File: src/rtl/dtf_pkg.sv
// constants, codes and types shared by the delay timer files
//
// How it works
// (RULE1) on-delay: rising trigger restarts elapsed time
// (RULE2) on-delay: output rises when elapsed reaches preset
// (RULE3) on-delay: early trigger drop clears elapsed time
// (RULE4) on-delay: output low whenever trigger low
// (RULE5) power recovery clears state unless retentive
// (RULE6) retention codes: slash off, letter R on
// (RULE7) direct presets: seconds, minutes, hours timebases
// (RULE8) referenced presets: count in chosen timebase; the 10 ms base takes ms and divides by 10
// (RULE9) out of range references clamp to limits
// (RULE10) any preset may come from another block
// (RULE11) off-delay: output rises at once with trigger
// (RULE12) off-delay: falling trigger restarts timing, then expires
// (RULE13) off-delay: each new pulse restarts the timing
// (RULE14) off-delay: clear input ends timing and output
// (RULE15) on/off: rising starts rise delay, falling fall
// (RULE16) on/off: set output after rise delay, trigger high
// (RULE17) on/off: clear output after fall delay expires
// (RULE18) on/off: trigger drop abandons rise delay
// (RULE19) on/off: trigger rise abandons fall delay
// (RULE20) prescaled ticks advance elapsed time, compared each tick

package dtf_pkg;
   // ****************************************
   // clock and timebase
   // ****************************************
   localparam int CLK_PERIOD_NS = 4;
   localparam int TICK_MS = 10;
   localparam int CYC_10MS = TICK_MS * 1000000 / CLK_PERIOD_NS;
   localparam logic [6:0] SUB_1S_LAST = 7'h63;
   localparam logic [5:0] SUB_1MIN_LAST = 6'h3B;

   // ****************************************
   // widths and limits
   // ****************************************
   localparam int TIME_W = 14;
   localparam int FIELD_W = 7;
   localparam int BLK_W = 8;
   localparam int ACT_W = 32;
   localparam int REF_W = 17;
   localparam logic [6:0] PAR_HI_MAX = 7'h63;
   localparam logic [6:0] PAR_LO_S_MAX = 7'h63;
   localparam logic [6:0] PAR_LO_MH_MAX = 7'h3B;
   localparam logic [13:0] PAR_S_MUL = 14'h0064;
   localparam logic [13:0] PAR_MH_MUL = 14'h003C;
   localparam logic [16:0] REF_MS_MAX = 17'h1_869E;
   localparam logic [16:0] REF_MS_DIV = 17'h0_000A;
   localparam logic [16:0] REF_SM_MAX = 17'h0_176F;

   // ****************************************
   // codes and reset values
   // ****************************************
   localparam logic [7:0] RETAIN_CODE_OFF = 8'h2F;
   localparam logic [7:0] RETAIN_CODE_ON = 8'h52;
   localparam logic [1:0] BASE_BAD = 2'h3;
   localparam logic [13:0] ELAPSED_RESET = 14'h0000;
   localparam logic [7:0] BLK_NONE = 8'h00;

   typedef enum logic [1:0] {
      MODE_ON_DELAY = 2'h0,
      MODE_OFF_DELAY = 2'h1,
      MODE_ON_OFF = 2'h2
   } dtf_mode_t;

   typedef enum logic [1:0] {
      BASE_10MS = 2'h0,
      BASE_1S = 2'h1,
      BASE_1MIN = 2'h2
   } dtf_base_t;

   typedef enum logic [1:0] {
      ST_IDLE = 2'h0,
      ST_RISE = 2'h1,
      ST_HIGH = 2'h3,
      ST_FALL = 2'h2
   } dtf_state_t;
endpackage : dtf_pkg

File: src/rtl/dtf_delay_timer.sv
// delay timer top: trigger edges, mode state machine, elapsed time
`timescale 1ns/1ns
`default_nettype none

module dtf_delay_timer #(
   parameter int P_CYC_10MS = dtf_pkg::CYC_10MS
) (
   input wire logic REF_CLK_I,
   input wire logic RST_I,
   input wire logic TRIG_I,
   input wire logic CLEAR_I,
   input wire logic [1:0] MODE_I,
   input wire logic [7:0] RETAIN_CODE_I,
   input wire logic POWER_UP_I,
   input wire logic RISE_FROM_REF_I,
   input wire logic [dtf_pkg::FIELD_W-1:0] RISE_HI_I,
   input wire logic [dtf_pkg::FIELD_W-1:0] RISE_LO_I,
   input wire logic [1:0] RISE_BASE_I,
   input wire logic [dtf_pkg::BLK_W-1:0] RISE_BLOCK_I,
   input wire logic signed [dtf_pkg::ACT_W-1:0] RISE_ACT_I,
   input wire logic FALL_FROM_REF_I,
   input wire logic [dtf_pkg::FIELD_W-1:0] FALL_HI_I,
   input wire logic [dtf_pkg::FIELD_W-1:0] FALL_LO_I,
   input wire logic [1:0] FALL_BASE_I,
   input wire logic [dtf_pkg::BLK_W-1:0] FALL_BLOCK_I,
   input wire logic signed [dtf_pkg::ACT_W-1:0] FALL_ACT_I,
   output logic Q_O,
   output logic [dtf_pkg::TIME_W-1:0] ELAPSED_O,
   output logic TIMING_O,
   output logic RETAINED_O,
   output logic [dtf_pkg::BLK_W-1:0] RISE_BLOCK_O,
   output logic [dtf_pkg::BLK_W-1:0] FALL_BLOCK_O
);
   import dtf_pkg::*;

   dtf_state_t state;
   dtf_state_t next_state;
   logic [1:0] mode;
   logic trig_q;
   logic rise_edge;
   logic fall_edge;
   logic retain;
   logic pwr_clear;
   logic [2:0] tick;
   logic [3:0] tick_all;
   logic [TIME_W-1:0] rise_ticks;
   logic [TIME_W-1:0] fall_ticks;
   logic [1:0] rise_base;
   logic [1:0] fall_base;
   logic tick_now;
   logic [TIME_W-1:0] preset_now;
   logic [TIME_W-1:0] elapsed;
   logic [TIME_W-1:0] elapsed_inc;
   logic hit;
   logic timing_now;
   logic next_timing;
   logic q;

   // ****************************************
   // mode decode
   // ****************************************
   // the unused code behaves as a plain on-delay
   always_comb begin
      unique case (MODE_I)
         MODE_ON_DELAY: begin
            mode = MODE_ON_DELAY;
         end
         MODE_OFF_DELAY: begin
            mode = MODE_OFF_DELAY;
         end
         MODE_ON_OFF: begin
            mode = MODE_ON_OFF;
         end
         default: begin
            mode = MODE_ON_DELAY;
         end
      endcase
   end

   // ****************************************
   // retention and power recovery
   // ****************************************
   // any other code keeps the last valid setting
   always_ff @(posedge REF_CLK_I) begin
      if (RST_I) begin
         retain <= 1'b0;
      end else if (RETAIN_CODE_I == RETAIN_CODE_ON) begin
         retain <= 1'b1; // [RULE6]
      end else if (RETAIN_CODE_I == RETAIN_CODE_OFF) begin
         retain <= 1'b0; // [RULE6]
      end
   end

   assign pwr_clear = POWER_UP_I && !retain; // [RULE5]

   // ****************************************
   // trigger edges
   // ****************************************
   // cleared on a non-retentive recovery so a held trigger is new
   always_ff @(posedge REF_CLK_I) begin
      if (RST_I || pwr_clear) begin
         trig_q <= 1'b0;
      end else begin
         trig_q <= TRIG_I;
      end
   end

   assign rise_edge = TRIG_I && !trig_q;
   assign fall_edge = !TRIG_I && trig_q;

   // ****************************************
   // presets and referenced blocks
   // ****************************************
   dtf_preset u_rise_preset (
      .clk_i(REF_CLK_I),
      .rst_i(RST_I),
      .from_ref_i(RISE_FROM_REF_I),
      .hi_i(RISE_HI_I),
      .lo_i(RISE_LO_I),
      .base_i(RISE_BASE_I),
      .act_i(RISE_ACT_I),
      .ticks_o(rise_ticks),
      .base_o(rise_base)
   );

   dtf_preset u_fall_preset (
      .clk_i(REF_CLK_I),
      .rst_i(RST_I),
      .from_ref_i(FALL_FROM_REF_I),
      .hi_i(FALL_HI_I),
      .lo_i(FALL_LO_I),
      .base_i(FALL_BASE_I),
      .act_i(FALL_ACT_I),
      .ticks_o(fall_ticks),
      .base_o(fall_base)
   );

   // block number requested from the surrounding program
   always_ff @(posedge REF_CLK_I) begin
      if (RST_I) begin
         RISE_BLOCK_O <= BLK_NONE;
         FALL_BLOCK_O <= BLK_NONE;
      end else begin
         RISE_BLOCK_O <= RISE_FROM_REF_I ? RISE_BLOCK_I : BLK_NONE; // [RULE10]
         FALL_BLOCK_O <= FALL_FROM_REF_I ? FALL_BLOCK_I : BLK_NONE; // [RULE10]
      end
   end

   // ****************************************
   // timebase ticks and comparison
   // ****************************************
   dtf_prescale #(
      .P_CYC_10MS(P_CYC_10MS)
   ) u_prescale (
      .clk_i(REF_CLK_I),
      .rst_i(RST_I),
      .tick_o(tick)
   );

   assign tick_all = {1'b0, tick};
   assign timing_now = (state == ST_RISE) || (state == ST_FALL);
   assign preset_now = (state == ST_FALL) ? fall_ticks : rise_ticks;
   assign elapsed_inc = elapsed + 14'h0001;

   always_comb begin
      if (state == ST_FALL) begin
         tick_now = tick_all[fall_base]; // [RULE20]
      end else begin
         tick_now = tick_all[rise_base]; // [RULE20]
      end
   end

   // a preset lowered under a running time still expires at the next tick
   assign hit = timing_now && tick_now && (elapsed_inc >= preset_now); // [RULE20]

   // ****************************************
   // next state
   // ****************************************
   always_comb begin
      next_state = state;
      unique case (state)
         ST_IDLE: begin
            if (rise_edge) begin
               if (mode == MODE_OFF_DELAY) begin
                  next_state = ST_HIGH; // [RULE11]
               end else begin
                  next_state = ST_RISE; // [RULE1] [RULE15]
               end
            end
         end
         ST_RISE: begin
            if (!TRIG_I) begin
               next_state = ST_IDLE; // [RULE3] [RULE18]
            end else if (hit) begin
               next_state = ST_HIGH; // [RULE2] [RULE16]
            end
         end
         ST_HIGH: begin
            if (mode == MODE_ON_DELAY) begin
               if (!TRIG_I) begin
                  next_state = ST_IDLE; // [RULE4]
               end
            end else if (fall_edge) begin
               next_state = ST_FALL; // [RULE12] [RULE15]
            end
         end
         ST_FALL: begin
            if (TRIG_I) begin
               next_state = ST_HIGH; // [RULE13] [RULE19]
            end else if (hit) begin
               next_state = ST_IDLE; // [RULE12] [RULE17]
            end
         end
      endcase
      if (mode == MODE_OFF_DELAY && CLEAR_I) begin
         next_state = ST_IDLE; // [RULE14]
      end
   end

   assign next_timing = (next_state == ST_RISE) || (next_state == ST_FALL);

   // ****************************************
   // state, elapsed time and output
   // ****************************************
   always_ff @(posedge REF_CLK_I) begin
      if (RST_I || pwr_clear) begin
         state <= ST_IDLE; // [RULE5]
      end else begin
         state <= next_state;
      end
   end

   always_ff @(posedge REF_CLK_I) begin
      if (RST_I || pwr_clear) begin
         elapsed <= ELAPSED_RESET; // [RULE5]
      end else if (next_state == ST_IDLE) begin
         elapsed <= ELAPSED_RESET; // [RULE3] [RULE14]
      end else if (next_timing && next_state != state) begin
         elapsed <= ELAPSED_RESET; // [RULE1] [RULE12] [RULE13]
      end else if (hit) begin
         elapsed <= preset_now; // [RULE2]
      end else if (timing_now && tick_now) begin
         elapsed <= elapsed_inc; // [RULE20]
      end
   end

   // output high in the held state and through the fall delay
   always_ff @(posedge REF_CLK_I) begin
      if (RST_I || pwr_clear) begin
         q <= 1'b0; // [RULE5]
      end else begin
         q <= (next_state == ST_HIGH) || (next_state == ST_FALL); // [RULE17]
      end
   end

   always_ff @(posedge REF_CLK_I) begin
      if (RST_I || pwr_clear) begin
         TIMING_O <= 1'b0;
      end else begin
         TIMING_O <= next_timing;
      end
   end

   assign Q_O = q;
   assign ELAPSED_O = elapsed;
   assign RETAINED_O = retain;
endmodule : dtf_delay_timer

`default_nettype wire

File: src/rtl/dtf_prescale.sv
// timebase prescaler: 10 ms, 1 s and 1 min tick pulses
`timescale 1ns/1ns
`default_nettype none

module dtf_prescale #(
   parameter int P_CYC_10MS = dtf_pkg::CYC_10MS
) (
   input wire logic clk_i,
   input wire logic rst_i,
   output logic [2:0] tick_o
);
   import dtf_pkg::*;

   localparam int CW = $clog2(P_CYC_10MS + 1);
   localparam logic [CW-1:0] BASE_LAST = CW'(P_CYC_10MS - 1);

   logic [CW-1:0] base_cnt;
   logic [6:0] sec_cnt;
   logic [5:0] min_cnt;
   logic t10;
   logic t1s;
   logic t1m;

   assign t10 = (base_cnt == BASE_LAST);
   assign t1s = t10 && (sec_cnt == SUB_1S_LAST);
   assign t1m = t1s && (min_cnt == SUB_1MIN_LAST);

   // free running: timing starts at any phase, so one tick of jitter
   always_ff @(posedge clk_i) begin
      if (rst_i || t10) begin
         base_cnt <= '0;
      end else begin
         base_cnt <= base_cnt + CW'(1);
      end
   end

   always_ff @(posedge clk_i) begin
      if (rst_i || t1s) begin
         sec_cnt <= '0;
      end else if (t10) begin
         sec_cnt <= sec_cnt + 7'h01;
      end
   end

   always_ff @(posedge clk_i) begin
      if (rst_i || t1m) begin
         min_cnt <= '0;
      end else if (t1s) begin
         min_cnt <= min_cnt + 6'h01;
      end
   end

   always_ff @(posedge clk_i) begin
      if (rst_i) begin
         tick_o <= '0;
      end else begin
         tick_o <= {t1m, t1s, t10}; // [RULE20]
      end
   end
endmodule : dtf_prescale

`default_nettype wire

File: src/rtl/dtf_preset.sv
// preset conversion: direct fields or a referenced value to ticks
`timescale 1ns/1ns
`default_nettype none

module dtf_preset (
   input wire logic clk_i,
   input wire logic rst_i,
   input wire logic from_ref_i,
   input wire logic [dtf_pkg::FIELD_W-1:0] hi_i,
   input wire logic [dtf_pkg::FIELD_W-1:0] lo_i,
   input wire logic [1:0] base_i,
   input wire logic signed [dtf_pkg::ACT_W-1:0] act_i,
   output logic [dtf_pkg::TIME_W-1:0] ticks_o,
   output logic [1:0] base_o
);
   import dtf_pkg::*;

   logic [1:0] base_n;
   logic [FIELD_W-1:0] hi_c;
   logic [FIELD_W-1:0] lo_c;
   logic [FIELD_W-1:0] lo_max;
   logic [TIME_W-1:0] mul;
   logic [TIME_W-1:0] par_ticks;
   logic [TIME_W-1:0] ref_ticks;
   logic [REF_W-1:0] raw;
   logic [REF_W-1:0] ref_ms;
   logic [REF_W-1:0] ref_sm;

   always_comb begin
      base_n = (base_i == BASE_BAD) ? BASE_10MS : base_i;
      // seconds show ss:hh, minutes and hours show two:sixty fields
      hi_c = (hi_i > PAR_HI_MAX) ? PAR_HI_MAX : hi_i; // [RULE7]
      lo_max = (base_n == BASE_10MS) ? PAR_LO_S_MAX : PAR_LO_MH_MAX;
      lo_c = (lo_i > lo_max) ? lo_max : lo_i; // [RULE7]
      mul = (base_n == BASE_10MS) ? PAR_S_MUL : PAR_MH_MUL;
      par_ticks = ({7'h00, hi_c} * mul) + {7'h00, lo_c}; // [RULE7]
      // negatives go to zero, anything huge to the top limit
      if (act_i[ACT_W-1]) begin
         raw = '0; // [RULE9]
      end else if (|act_i[ACT_W-2:REF_W]) begin
         raw = '1; // [RULE9]
      end else begin
         raw = act_i[REF_W-1:0];
      end
      ref_ms = (raw > REF_MS_MAX) ? REF_MS_MAX : raw; // [RULE9]
      ref_sm = (raw > REF_SM_MAX) ? REF_SM_MAX : raw; // [RULE9]
      if (base_n == BASE_10MS) begin
         ref_ticks = TIME_W'(ref_ms / REF_MS_DIV); // [RULE8]
      end else begin
         ref_ticks = ref_sm[TIME_W-1:0]; // [RULE8]
      end
   end

   always_ff @(posedge clk_i) begin
      if (rst_i) begin
         ticks_o <= ELAPSED_RESET;
         base_o <= BASE_10MS;
      end else begin
         ticks_o <= from_ref_i ? ref_ticks : par_ticks; // [RULE10]
         base_o <= base_n;
      end
   end
endmodule : dtf_preset

`default_nettype wire

File: config.mk
export PLATFORM = sky130hd
export DESIGN_NAME = dtf_delay_timer
export DESIGN_NICKNAME = d
export VERILOG_FILES = /design/src/rtl/dtf_pkg.sv /design/src/rtl/dtf_delay_timer.sv /design/src/rtl/dtf_prescale.sv /design/src/rtl/dtf_preset.sv
export SDC_FILE = /design/constraint.sdc
export NUM_CORES = 1
export LEC_CHECK = 0
export BUFFER_PORTS_ARGS = -buffer_cell sky130_fd_sc_hd__buf_2
export CAP_MARGIN = 40
export CORE_MARGIN = 2
export CORE_UTILIZATION = 61
export CTS_CLUSTER_DIAMETER = 120
export DETAILED_ROUTE_END_ITERATION = 7
export PLACE_DENSITY = 0.83
export SYNTH_ARGS = -nofsm -noshare
export SYNTH_HDL_FRONTEND = slang
export SYNTH_HIERARCHICAL = 1
export SYNTH_SLANG_ARGS = --single-unit
File: constraint.sdc
create_clock -name REF_CLK_I -period 8.7 [get_ports REF_CLK_I]
set_clock_uncertainty 0.2 [all_clocks]
set_input_delay 1.74 -clock REF_CLK_I [delete_from_list [all_inputs] [get_ports REF_CLK_I]]
set_output_delay 1.74 -clock REF_CLK_I [all_outputs]
set_load 0.01 [all_outputs]
==> run summary <==
status = complete, no violations
die height = 157 um
Critical Path Source Type = primary input
chip width = 157 um
GPL Wtd Cong = 0.982
Fmax achieved = 130 MHz
crit path DAT = 7.70 ns
Total Nets Final = 2290
layout cells sized above 1 = 15.2%
FF/Latch Area = 2120 sq um
Setup Fix Bufs, Post-CTS = 0
cts bufs inserted = 9
IO Count = 162
Post-synth EDFFs = 0
Avg Inst Size Synth = 7.42 sq um
Async S/R FF share, synth = 0%
Worst Setup SP = RISE_ACT_I[28]
initial antenna violation count = 0
# diodes = 0
total track usage = 32.4%
MaxCap Viol Count = 0
first-pass GRT wire length = 67200 um
most common flop cell mapped by yosys = dfxtp_1
Post-Synthesis Net Count = 2200
Max VDD drop = 0.0000993 V
CTS tree = done
post-synth cell types = 105
Fillers = 2048
Root Driver = clkbuf_16
CP Cell Sequence = buf_2 -> nor4_4 -> nand4_1 -> or4_1 -> o21ai_1 -> a211oi_1 -> o21ai_0 -> a21oi_1 -> a31o_2 -> a22oi_1 -> nand2_1 -> a221oi_1 -> o21a_1 -> o22ai_2 -> nor3_1 -> o32ai_1 -> a22oi_1 -> o21ai_1 -> a2111oi_0 -> o31ai_1
Least-Margin Pin Slew = 0.931 ns
Longest Clk Path Bufs = 2
Clock Latency Late Sink = 0.35 ns
critical path class = primary input to flop
number of synthesized register bits = 106
RSZ-0062 raised after global routing = false
hold violation count in the final report = 0
Final ANT Viol Nets = 0
CTS Sinks = 106
Pins Over Slew Limit = 0
die area = 24800 sq um
Hold Startpoint = u_prescale/base_cnt[0]
hold-fix buffers at CTS = 0
pwr/cell area = 149 nW/um^2
Crit. End Element = flop
sequential-to-total area share from yosys stat = 14.8%
Hold Crit Class = flop to flop
Layout area overhead = 8.08%
vias = 15200
Post-Route WL = 40700 um
CP bufs+invs = 1
hpwl dp = 31300 um
number of core rows = 56
H-tree levels = 3
Pleak = 6.37 nW
clock-pin slew on the worst setup and hold paths = 0.07 ns
most common cell after layout, fill and taps aside = nor2_1
FF-to-FF Start = ELAPSED_O[0]
Worst Path Required = 8.72 ns
worst-path fanout max = 14
DR WL/cell = 17.4 um
setup TNS = 0 ns
synthesized area = 14400 sq um
crit-path max cell delay = 0.71 ns
most frequent cells in the layout = nor2_1 (197), buf_2 (162), nand2_1 (158)
cell count after synthesis = 1933
total iterations of the first detailed-routing run = 6
CORE AREA = 23300 sq um
multi-input logic area = 11200 sq um
Tcrit/Tclk final = 88.2%
DR DRC count = 0
pin count of the biggest net entering global routing = 44
PortBufs = 161
Vias/cell = 6.50
number of global-route vias before repair = 13800
Starting Density = 61.7%
Top delay family on crit path = compound AO/OA/AOI/OAI gates
final core occ = 66.7%
Overflow after GRT = 0
DRT iter0 DRCs = 1455
# setup viols final = 0
post-cts sizing count = 0
CP max-delay cell = or4_1
synthesis warning total = 6
Slew headroom = 37.8%
Tmin final = 7.68 ns
## Yosys cell counts (10+ instances only)
master | count | area [sq um]
nor2_1 | 197 | 739
nand2_1 | 158 | 593
a21oi_1 | 135 | 676
inv_1 | 133 | 499
o21ai_0 | 111 | 556
dfxtp_1 | 106 | 2120
ha_1 | 100 | 1250
nand3_1 | 72 | 360
nor3_1 | 44 | 220
clkbuf_1 | 43 | 161
xnor2_1 | 41 | 359
and2_1 | 39 | 244
fa_1 | 38 | 761
buf_2 | 37 | 185
a211oi_1 | 33 | 248
nand4_1 | 29 | 181
a21o_1 | 28 | 210
a31oi_1 | 26 | 163
and3_1 | 26 | 163
or3_1 | 26 | 163
nor2b_1 | 23 | 144
mux2i_1 | 22 | 220
o21a_1 | 22 | 165
or4_1 | 22 | 165
nand2b_1 | 21 | 131
o211ai_1 | 20 | 150
o21ai_1 | 20 | 100
buf_4 | 19 | 143
o31ai_1 | 17 | 128
and4_1 | 13 | 114
nor3b_1 | 12 | 90.1
or2_2 | 12 | 75.1
a221oi_1 | 11 | 96.3
xor2_1 | 11 | 96.3
a2111oi_0 | 10 | 87.6
a211o_1 | 10 | 87.6
a22oi_1 | 10 | 75.1
## layout make-up
| cell class | count | share of cell area, % |
|---|---|---|
| Clock inverter | 4 | 0.492 |
| Clock buffer | 10 | 1.54 |
| Timing Repair Buffer | 187 | 6.53 |
| Multi-Input combinational cell | 1586 | 72.0 |
| Sequential cell | 106 | 13.7 |
| Inverter | 133 | 3.22 |
| Tap cell | 319 | 2.57 |
## worst reg2reg max path: cells and delay by family, from the launching register on
family,cells,cell delay [ns]
adder cells (fa/ha/maj),2,0.56
AO/OA/AOI/OAI,3,0.48
AND/OR/NAND/NOR,8,2.62
flip-flops,1,0.48
XOR/XNOR,1,0.15
## final timing paths
check	depth (start not counted)	slack, ns	endpoint
max	20	1.02	u_rise_preset/ticks_o[0]
min	1	0.28	u_prescale/base_cnt[0]
max reg2reg	14	4.15	ELAPSED_O[2]
min reg2reg	1	0.28	u_prescale/base_cnt[0]
## registers in the layout, summed over array words and instances (netlist names)
name	flops
trig_q	1
u_prescale/sec_cnt	7
Q_O	1
u_prescale/min_cnt	6
u_prescale/base_cnt	22
TIMING_O	1
RISE_BLOCK_O	8
u_fall_preset/ticks_o	14
FALL_BLOCK_O	8
ELAPSED_O	14
u_rise_preset/base_o	2
u_prescale/tick_o	3
RETAINED_O	1
u_fall_preset/base_o	2
state	2
u_rise_preset/ticks_o	14
## layer usage
metal  track usage (%)  wire length (um)
met4              7.97               756
met2              54.5             19100
met3              3.66              3250
met5                 0                 0
met1              44.3             17600
## logic make-up (layout without fill, tap and decap cells)
family	Yosys count	in the layout	synth area share, %
flops	106	106	14.8
compound gates	593	593	29.1
simple gates	776	776	29.6
buf+inv	241	334	7.44
mux	25	25	1.77
fa+ha+maj	140	140	14.2
xor+xnor	52	52	3.17
## where the power goes
| group | switching (W) | internal (W) |
|---|---|---|
| combinational | 0.000784 | 0.000544 |
| clock | 0.000173 | 0.000258 |
| sequential | 0.0000165 | 0.000528 |
| total | 0.000974 | 0.00133 |
## through the flow
stage / hold slack [ns] / instance area, sq um / std cells / worst slack, ns / total power, W
6_report: 0.275 / 15500 / 2345 / 1.02 / 0.00230
5_1_grt: 0.302 / 15500 / 2345 / 0.441 / 0.00250
4_1_cts: 0.282 / 15500 / 2345 / 1.21 / 0.00229
3_5_place_dp: 0.271 / 15200 / 2331 / 0.879 / 0.00185
3_3_place_gp: 0.247 / 15100 / 2325 / 0.777 / 0.00182
2_1_floorplan: 0.230 / 14400 / 1933 / 1.43 / 0.00155
Power figures use the tool's default switching activity.
